<file path="src/design/psc_pkg.sv">
// Package for the parallel to serial converter: constants and carrier types
package psc_pkg;
  // ==========================================================
  // Widths and counts
  localparam int unsigned PSC_WORD_W = 4;
  localparam int unsigned PSC_CNT_W = 3;
  localparam logic [2:0] PSC_LAST4 = 3'h3;
  localparam logic [2:0] PSC_LAST8 = 3'h7;
  localparam logic [2:0] PSC_CNT_RST = 3'h0;
  localparam logic [1:0] PSC_BUF_DEPTH = 2'h2;
  localparam int unsigned PSC_DIV4_HALF = 2;
  localparam int unsigned PSC_DIV8_HALF = 4;

  // ==========================================================
  // Modes and carriers
  typedef enum logic [0:0] {
    PSC_MODE_4BIT = 1'b0,
    PSC_MODE_8BIT = 1'b1
  } psc_mode_t;

  typedef struct packed {
    logic [PSC_WORD_W-1:0] bits;
  } psc_word_t;

  typedef struct packed {
    logic div4;
    logic div8;
  } psc_clk_t;
endpackage

</file>
<file path="src/design/psc_buf2.sv">
// Two-entry buffer with valid and ready on both sides
module psc_buf2 (
  input wire logic clock_i,
  input wire logic reset_i,
  input wire logic in_valid_i,
  output logic in_ready_o,
  input wire psc_pkg::psc_word_t in_data_i,
  output logic out_valid_o,
  input wire logic out_ready_i,
  output psc_pkg::psc_word_t out_data_o
);
  import psc_pkg::*;

  psc_word_t mem_r [2];
  logic wr_ptr_r;
  logic rd_ptr_r;
  logic [1:0] count_r;
  wire do_wr = in_valid_i && (count_r != PSC_BUF_DEPTH);
  wire do_rd = out_ready_i && (count_r != 2'h0);

  assign in_ready_o = (count_r != PSC_BUF_DEPTH);
  assign out_valid_o = (count_r != 2'h0);
  assign out_data_o = mem_r[rd_ptr_r];

  always_ff @(posedge clock_i) begin
    if (reset_i) begin
      wr_ptr_r <= 1'b0;
      rd_ptr_r <= 1'b0;
      count_r <= 2'h0;
    end else begin
      if (do_wr) begin
        mem_r[wr_ptr_r] <= in_data_i;
        wr_ptr_r <= ~wr_ptr_r;
      end
      if (do_rd) begin
        rd_ptr_r <= ~rd_ptr_r;
      end
      count_r <= count_r + {1'b0, do_wr} - {1'b0, do_rd};
    end
  end

  buf_full_a: assert property (@(posedge clock_i) disable iff (reset_i)
    count_r <= PSC_BUF_DEPTH)
    else $error("buffer count exceeds depth");
endmodule

</file>
<file path="src/design/psc_top.sv">
// Parallel to serial converter: 4:1 or cascaded 8:1 serialiser
module psc_top (
  input wire logic clock_i,
  input wire logic reset_i,
  input wire logic restart_i,
  input wire logic mode_i,
  input wire psc_pkg::psc_word_t parallel_word_in_i,
  input wire logic word_valid_i,
  output logic word_ready_o,
  input wire logic cascade_serial_in_i,
  output logic serial_line_out_o,
  output logic div4_load_clock_out_o,
  output logic div8_load_clock_out_o,
  output logic word_taken_o
);
  import psc_pkg::*;

  // ==========================================================
  // Input buffer
  psc_word_t buf_data;
  logic buf_valid;
  logic buf_ready;
  logic in_ready;
  // Pop half a cycle after the falling-edge load, so the
  // shifter never sees the buffer head move under it
  logic pop_req;

  psc_buf2 u_buf (
    .clock_i(clock_i),
    .reset_i(reset_i),
    .in_valid_i(word_valid_i),
    .in_ready_o(in_ready),
    .in_data_i(parallel_word_in_i),
    .out_valid_o(buf_valid),
    .out_ready_i(pop_req),
    .out_data_o(buf_data)
  );

  // ==========================================================
  // Divider and sequence
  logic [PSC_CNT_W-1:0] cnt_r;
  logic [PSC_CNT_W-1:0] cnt_nxt;
  logic [PSC_WORD_W-1:0] shift_r;
  logic [PSC_WORD_W-1:0] shift_nxt;
  logic mode_r;
  psc_clk_t lclk_r;
  psc_clk_t lclk_nxt;
  logic serial_line_out_r;
  logic serial_line_out_nxt;
  logic taken_r;
  logic ready_r;
  logic cas_r;

  wire mode8 = (mode_r == PSC_MODE_8BIT);
  wire [PSC_CNT_W-1:0] last_cnt = mode8 ? PSC_LAST8 : PSC_LAST4;
  wire at_last = (cnt_r == last_cnt);
  wire at_load = (cnt_r == PSC_CNT_RST);
  wire [1:0] bit_pos = cnt_r[1:0];
  // Upper half of an 8-bit frame passes the cascade input through
  wire upper_half = mode8 && cnt_r[2];

  assign cnt_nxt = restart_i ? PSC_CNT_RST :
    (at_last ? PSC_CNT_RST : cnt_r + 3'h1);
  assign buf_ready = at_load && !restart_i;
  wire load_now = buf_ready && buf_valid;
  assign pop_req = taken_r;
  assign shift_nxt = load_now ? buf_data.bits : shift_r;
  assign serial_line_out_nxt = upper_half ? cas_r :
    (at_load ? (load_now ? buf_data.bits[0] : 1'b0)
             : shift_r[bit_pos]);
  assign lclk_nxt.div4 = (cnt_nxt[1:0] < 2'(PSC_DIV4_HALF));
  assign lclk_nxt.div8 = (cnt_nxt < 3'(PSC_DIV8_HALF));

  // All divider and shifter state moves on the falling edge of the bit clock; the buffer moves on the rising edge
  always_ff @(negedge clock_i) begin
    if (reset_i) begin
      cnt_r <= PSC_CNT_RST;
      shift_r <= '0;
      mode_r <= PSC_MODE_4BIT;
      lclk_r <= '0;
      serial_line_out_r <= 1'b0;
      taken_r <= 1'b0;
      ready_r <= 1'b0;
      cas_r <= 1'b0;
    end else begin
      cnt_r <= cnt_nxt;
      shift_r <= shift_nxt;
      mode_r <= at_last ? mode_i : mode_r;
      lclk_r <= lclk_nxt;
      serial_line_out_r <= serial_line_out_nxt;
      taken_r <= load_now;
      ready_r <= in_ready;
      cas_r <= cascade_serial_in_i;
    end
  end

  assign serial_line_out_o = serial_line_out_r;
  assign div4_load_clock_out_o = lclk_r.div4;
  assign div8_load_clock_out_o = lclk_r.div8;
  assign word_taken_o = taken_r;
  assign word_ready_o = ready_r;

  // ==========================================================
  // Checks
  restart_zero_a: assert property (@(negedge clock_i) disable iff (reset_i)
    restart_i |=> cnt_r == PSC_CNT_RST)
    else $error("restart did not clear divider");
  wrap4_a: assert property (@(negedge clock_i) disable iff (reset_i)
    (!mode8 && cnt_r == PSC_LAST4 && !restart_i) |=> cnt_r == PSC_CNT_RST)
    else $error("4-bit frame did not wrap at four");
  wrap8_a: assert property (@(negedge clock_i) disable iff (reset_i)
    (mode8 && cnt_r == PSC_LAST8 && !restart_i) |=> cnt_r == PSC_CNT_RST)
    else $error("8-bit frame did not wrap at eight");
  count_step_a: assert property (@(negedge clock_i) disable iff (reset_i)
    (!at_last && !restart_i) |=> cnt_r == $past(cnt_r) + 3'h1)
    else $error("divider did not advance");
  first_bit_a: assert property (@(negedge clock_i) disable iff (reset_i)
    (at_load && buf_valid && !restart_i) |=> serial_line_out_r == $past(buf_data.bits[0]))
    else $error("lowest bit not sent first");
  later_bit_a: assert property (@(negedge clock_i) disable iff (reset_i)
    (!at_load && !upper_half) |=> serial_line_out_r == $past(shift_r[bit_pos]))
    else $error("serial bit order wrong");
  cascade_pass_a: assert property (@(negedge clock_i) disable iff (reset_i)
    upper_half |=> serial_line_out_r == $past(cas_r))
    else $error("cascade input not passed through");
  div4_phase_a: assert property (@(negedge clock_i) disable iff (reset_i)
    (!$past(reset_i) && cnt_r[1:0] == 2'h0) |-> div4_load_clock_out_o)
    else $error("div4 clock phase wrong");

  // ==========================================================
  // Output and state checks
  div4_level_a: assert property (@(negedge clock_i) disable iff (reset_i)
    !$past(reset_i)
    |-> div4_load_clock_out_o == (cnt_r[1:0] < 2'(PSC_DIV4_HALF)))
    else $error("div4 clock level wrong");

  div8_level_a: assert property (@(negedge clock_i) disable iff (reset_i)
    !$past(reset_i)
    |-> div8_load_clock_out_o == (cnt_r < 3'(PSC_DIV8_HALF)))
    else $error("div8 clock level wrong");

  restart_clk_a: assert property (@(negedge clock_i) disable iff (reset_i)
    restart_i
    |=> (div4_load_clock_out_o && div8_load_clock_out_o))
    else $error("load clocks not restarted");

  reset_out_a: assert property (@(negedge clock_i)
    reset_i
    |=> (!serial_line_out_o && !word_taken_o && !word_ready_o))
    else $error("outputs not cleared by reset");

  taken_load_a: assert property (@(negedge clock_i) disable iff (reset_i)
    (at_load && buf_valid && !restart_i)
    |=> word_taken_o)
    else $error("load not flagged");

  taken_idle_a: assert property (@(negedge clock_i) disable iff (reset_i)
    !(at_load && buf_valid && !restart_i)
    |=> !word_taken_o)
    else $error("taken flagged without load");

  taken_pulse_a: assert property (@(negedge clock_i) disable iff (reset_i)
    word_taken_o
    |=> !word_taken_o)
    else $error("taken longer than one cycle");

  taken_serial_line_out_a: assert property (@(negedge clock_i) disable iff (reset_i)
    word_taken_o
    |-> serial_line_out_o == shift_r[0])
    else $error("first bit differs from loaded word");

  restart_noload_a: assert property (@(negedge clock_i) disable iff (reset_i)
    restart_i
    |=> !word_taken_o)
    else $error("word loaded during restart");

  ready_copy_a: assert property (@(negedge clock_i) disable iff (reset_i)
    1'b1
    |=> word_ready_o == $past(in_ready))
    else $error("ready does not follow buffer");

  empty_zero_a: assert property (@(negedge clock_i) disable iff (reset_i)
    (at_load && !load_now)
    |=> !serial_line_out_o)
    else $error("empty frame not zero");

  shift_load_a: assert property (@(negedge clock_i) disable iff (reset_i)
    load_now
    |=> shift_r == $past(buf_data.bits))
    else $error("shifter not loaded");

  shift_hold_a: assert property (@(negedge clock_i) disable iff (reset_i)
    !load_now
    |=> shift_r == $past(shift_r))
    else $error("shifter changed without load");

  mode_take_a: assert property (@(negedge clock_i) disable iff (reset_i)
    at_last
    |=> mode_r == $past(mode_i))
    else $error("mode not taken at frame end");

  mode_hold_a: assert property (@(negedge clock_i) disable iff (reset_i)
    !at_last
    |=> mode_r == $past(mode_r))
    else $error("mode changed inside frame");

  cnt_range4_a: assert property (@(negedge clock_i) disable iff (reset_i)
    !mode8
    |-> cnt_r <= PSC_LAST4)
    else $error("4-bit count out of range");

  cas_capture_a: assert property (@(negedge clock_i) disable iff (reset_i)
    1'b1
    |=> cas_r == $past(cascade_serial_in_i))
    else $error("cascade input not captured");
endmodule

</file>
<file path="config.mk">
export PLATFORM = sky130hd
export DESIGN_NAME = psc_top
export DESIGN_NICKNAME = d
export VERILOG_FILES = /design/src/design/psc_pkg.sv /design/src/design/psc_buf2.sv /design/src/design/psc_top.sv
export SDC_FILE = /design/constraint.sdc
export NUM_CORES = 1
export LEC_CHECK = 0
export BUFFER_PORTS_ARGS = -buffer_cell sky130_fd_sc_hd__buf_2
export CORE_ASPECT_RATIO = 0.7
export CORE_MARGIN = 3
export CORE_UTILIZATION = 30
export CTS_BUF_LIST = sky130_fd_sc_hd__clkbuf_4 sky130_fd_sc_hd__clkbuf_8
export DETAILED_ROUTE_END_ITERATION = 16
export GPL_ROUTABILITY_DRIVEN = 0
export HOLD_SLACK_MARGIN = 0.08
export PLACE_DENSITY_LB_ADDON = 0.2
export RECOVER_POWER = 50
export SYNTH_ARGS = -nofsm -noshare
export SYNTH_HDL_FRONTEND = slang
export SYNTH_HIERARCHICAL = 1
export SYNTH_SLANG_ARGS = --single-unit
</file>
<file path="constraint.sdc">
create_clock -name clock_i -period 1.4 [get_ports clock_i]
set_input_delay 0.14 -clock clock_i [delete_from_list [all_inputs] [get_ports clock_i]]
set_output_delay 0.14 -clock clock_i [all_outputs]
set_load 0.005 [all_outputs]
</file>
## Yosys cells after proc, flatten, opt, wreduce, memory -nomap -nowiden

Memory sizes are Yosys's and may differ from the RTL's. A register that Yosys moved wholly into a read port is not among the register bits.
Index checks and enable logic that the tools add are counted.

| word-level totals | value |
|---|---|
| register bits | 18 |
| memories kept | 1 |
| bits in writable memories | 8 |
| word-level logic and storage cells | 44 |
| output and inout port bits | 5 |
| input port bits | 10 |

Memories:

| memory | words | width | read ports | clocked after Yosys merged registers in | wr ports | line | RTL |
|---|---|---|---|---|---|---|---|
| u_buf.mem_r | 2 | 4 | 1 | 1 | 1 | psc_buf2.sv:14 | `psc_word_t mem_r [2];` |

| cells by class | value |
|---|---|
| bitwise gates (word level) | 2 |
| equality and inequality tests | 2 |
| reduce and logical (&&, ||, !) cells | 8 |
| muxes and demuxes | 13 |
| add/sub/neg operators | 3 |
| $lt $le $gt $ge | 3 |

Operators by type and width:

| kind | count |
|---|---|
| two-way mux 1 bit | 9 |
| two-way mux 3 bit | 3 |
| logical AND 1 bit | 5 |
| adder 3 x 1 -> 3 bit (second input constant) | 1 |
| equality test 3 bit | 1 |
| zero test 3 bit | 1 |
| less-than comparator 2 x 3 -> 1 bit (second input constant) | 1 |
| less-than comparator 3 bit (second input constant) | 1 |
| adder 2 x 1 -> 2 bit | 1 |
| binary-select mux 1 bit (select 2 bit) | 1 |
| less-than comparator 2 bit (second input constant) | 1 |
| inequality test 2 bit (second input constant) | 1 |
| inverter 1 bit | 2 |
| nonzero test 2 bit | 1 |
| subtractor 2 x 1 -> 2 bit | 1 |
| zero test 1 bit | 1 |

## Longest topological paths before layout

| depth | value |
|---|---|
| depth after elaboration | 6 |
| depth in mapped cells | 8 |
| depth with buffers taken out | 8 |

## By module

Netlist, hierarchy kept.

Modules (own cells, without submodules):

| module | area an instance (µm²) | cells each | instances |
|---|---|---|---|
| psc_top | 569.3 | 52 | 1 |
| psc_buf2 | 525.5 | 36 | 1 |

==> flow_metrics.env <==
export IMPL_outcome="finished with violations"
export IMPL_violations="negative setup slack"
export IMPL_coreArea_mm2=0.00332
export IMPL_grt_total_usage_pct=10.6
export IMPL_drtAntennaViolNets=0
export IMPL_area_growth_pct=42.7
export IMPL_totalWireLength_mm=2.07
export IMPL_r2r_start="word_taken_o$_SDFF_NP0_"
export IMPL_start_util_pct=33.0
export IMPL_worstHoldPathType="in -> reg"
export IMPL_n_fill_cell=310
export IMPL_clkLatencyLatePin_ns=0.35
export IMPL_hold_path_depth=2
export IMPL_path_class="reg -> reg"
export IMPL_yosysWarnings=6
export IMPL_finalHoldViolCount=0
export IMPL_layout_nets=152
export IMPL_io_pins=15
export IMPL_fin_worst_skew_ns=0.0755
export IMPL_synth_area_mux_share_pct=13.0
export IMPL_crit_top_cell="ha_4"
export IMPL_synthAdderAreaFrac_pct=5.71
export IMPL_synth_area_leaders="dfxtp_1, edfxtp_1, ha_1"
export IMPL_finalNonFillerCells=183
export IMPL_grt_pass1_vias=788
export IMPL_powerDensity_mw_per_mm2=1180
export IMPL_grt_overflow=0
export IMPL_worstMarginPinSlew_ns=0.378
export IMPL_peakVddDrop_mv=0.536
export IMPL_synth_fp_nets=103
export IMPL_synth_xor_area_share_pct=2.40
export IMPL_synth_compound_area_share_pct=5.14
export IMPL_rsz0062_at_grt="true"
export IMPL_synth_cell_types=28
export IMPL_synth_top_cell_area_share_pct=34.7
export IMPL_cts_htree_levels=1
export IMPL_synthSimpleGateAreaFrac_pct=13.6
export IMPL_reg2reg_depth=7
export IMPL_crit_required_ns=1.57
export IMPL_rows=17
export IMPL_n_antenna_cell=0
export IMPL_post_dp_hpwl_mm=1.43
export IMPL_avgSynthCellArea_um2=12.4
export IMPL_path_cells="o21a_4, ha_4, inv_2, ha_4, xor2_1, xnor2_1, nor2_1"
export IMPL_clock_sinks=27
export IMPL_finalSetupViolCount=16
export IMPL_drc=0
export IMPL_r2r_end="u_buf/count_r[1]$_SDFF_PP0_"
export IMPL_port_buffers=14
export IMPL_setup_ws_ns=-0.785
export IMPL_holdWs_ns=0.298
export IMPL_wire_per_inst_um=11.3
export IMPL_cp_max_fo=2
export IMPL_first_iter_violations=24
export IMPL_worstSetupStartpointType="flop"
export IMPL_critPathCaptureType="flop"
export IMPL_cts_tree="yes"
export IMPL_synth_seq_cells=27
export IMPL_slowest_delay_ns=0.32
export IMPL_yosysSeqAreaShare_pct=56.7
export IMPL_netlist_instances=88
export IMPL_vias=775
export IMPL_antenna_found_initial=0
export IMPL_leakagePower_uw=0.000683
export IMPL_drive_above_1_share_pct=40.4
export IMPL_cp_data_arrival_time_ns=2.36
export IMPL_cts_buffers=3
export IMPL_grt_max_degree=17
export IMPL_syn_area_mm2=0.00109
export IMPL_cts_max_path_buffers=2
export IMPL_startpoint="word_taken_o$_SDFF_NP0_"
export IMPL_dp_cells=158
export IMPL_hold_start="reset_i"
export IMPL_die_h_um=56.5
export IMPL_viasPerCell=4.23
export IMPL_grt_pass1_wl_mm=3.56
export IMPL_holdPathEnd="u_buf/count_r[0]$_SDFF_PP0_"
export IMPL_critPathSlowestCell="dfxtp_2"
export IMPL_rrSetupSlack_ns=-0.78
export IMPL_dieArea_mm2=0.00442
export IMPL_clk_pin_slew_worst_paths_ns=0.09
export IMPL_slew_viol_final=0
export IMPL_cts_root_buf="clkbuf_8"
export IMPL_drtPass1Iterations=4
export IMPL_cap_violations=0
export IMPL_max_slew_margin_rel_pct=74.8
export IMPL_synth_top_cell_by_area="dfxtp_1"
export IMPL_synth_top_family_by_area="simple AND/OR/NAND/NOR gates"
export IMPL_dieWidth_um=78.2
## sequential cells by signal, summed over array words and instances, names as in the netlist, named ones only
register,count
cas_r,1
cnt_r,3
div4_load_clock_out_o,1
div8_load_clock_out_o,1
mode8,1
serial_line_out_o,1
shift_r,4
u_buf/count_r,2
u_buf/mem_r,8
u_buf/rd_ptr_r,1
u_buf/wr_ptr_r,1
word_ready_o,1
word_taken_o,1
## area by class of cell
type / instances / area [um2] / share of cell area, %
inverters: 5 / 18.8 / 1.20
flip-flops and latches: 27 / 626 / 40.0
well taps: 47 / 58.8 / 3.76
clock inverters: 15 / 56.3 / 3.60
clock buffers: 3 / 41.3 / 2.64
repair buffers: 33 / 241 / 15.5
multi-input cells: 53 / 520 / 33.3
## critical path, delay by kind of cell, from the launching register on
| kind | cells | cell delay [ns] |
|---|---|---|
| adders and majority gates | 2 | 0.40 |
| xor gates and xnor gates | 2 | 0.37 |
| DFF | 1 | 0.32 |
| AOI/OAI and AO/OA | 1 | 0.12 |
| and+or+nand+nor | 1 | 0.06 |
| buffers and inverters | 1 | 0.03 |
## placed cells by master, fill, tap and decap left out, types with 2 or more instances in the layout
cell type and instances:
a21oi_1 2, buf_2 10, buf_4 11, buf_6 5, clkbuf_1 2, clkbuf_8 3, dfxtp_1 15, dfxtp_2 4
dlygate4sd3_1 4, edfxtp_1 8, ha_1 3, ha_4 2, inv_1 18, inv_2 2, mux2_2 5, mux2i_1 6
nor2_1 9, nor2b_1 4, nor3b_1 2
## cell usage after synthesis (all sizes together)
library cell / instances
inv: 6
a32oi: 1
nor4: 1
nor2: 9
a221oi: 1
mux2: 7
nand2b: 2
and4bb: 1
dfxtp: 19
xor2: 1
a31oi: 1
nand2: 2
clkbuf: 1
ha: 5
a21oi: 2
nor2b: 6
xnor2: 2
nor3b: 3
mux2i: 6
o21a: 1
edfxtp: 8
nor3: 1
buf: 1
or2: 1
## what timing repair did
action                                 4_1_cts  5_1_grt
resized for setup                            7       11
cloned                                       0        0
endpoints found under the hold margin        8        0
hold buffers                                 4        0
buffers inserted                             3        3
pin swaps                                    7        3
setup endpoints to repair                   22       25
## cells by family (layout without fill, tap and decap cells)
group,Yosys count,in the layout
buffers and inverters,8,56
adders and majority gates,5,5
and+or+nand+nor,26,26
DFF,27,27
xor gates and xnor gates,3,3
muxes,13,13
AOI/OAI and AO/OA,6,6
## where the power goes
part / switching, uW / total, uW / internal [uW] / leakage [uW]
Clock: 332 / 582 / 250 / 0.000100
Sequential: 27.1 / 899 / 872 / 0.000231
Combinational: 151 / 358 / 206 / 0.000351
## metal layers
layer  GRT usage (%)  routed length, um  vias to the layer above
met5               0                  0                        -
met4            3.74                 27                        0
met3            4.33                 78                        5
met2            17.3               1010                        9
met1            12.7                953                      363
li1                -                  -                      398
## worst max-delay path by stage
stage | end | slack [ns] | depth (start not counted)
global route | u_buf/count_r[1]$_SDFF_PP0_ | -0.84 | 7
floorplan | u_buf/count_r[1]$_SDFF_PP0_ | -0.60 | 7
finish | u_buf/count_r[1]$_SDFF_PP0_ | -0.78 | 7
detailed placement | u_buf/count_r[1]$_SDFF_PP0_ | -0.63 | 7
CTS | u_buf/count_r[1]$_SDFF_PP0_ | -0.70 | 7
global placement | u_buf/count_r[1]$_SDFF_PP0_ | -0.60 | 7
## per-stage QoR
stage | total power, uW | area (um2) | worst slack (ns) | setup TNS (ns) | utilization, %
2_1_floorplan | 1160 | 1130 | -0.604 | -3.91 | -
3_3_place_gp | 1250 | 1330 | -0.601 | -4.88 | 40.0
5_1_grt | 1970 | 1560 | -0.841 | -6.14 | 47.1
3_5_place_dp | 1260 | 1330 | -0.635 | -4.98 | 40.0
4_1_cts | 1830 | 1510 | -0.701 | -5.23 | 45.4
6_report | 1840 | 1560 | -0.785 | -5.48 | 47.1
No activity file was read; power rests on OpenSTA's default activity.
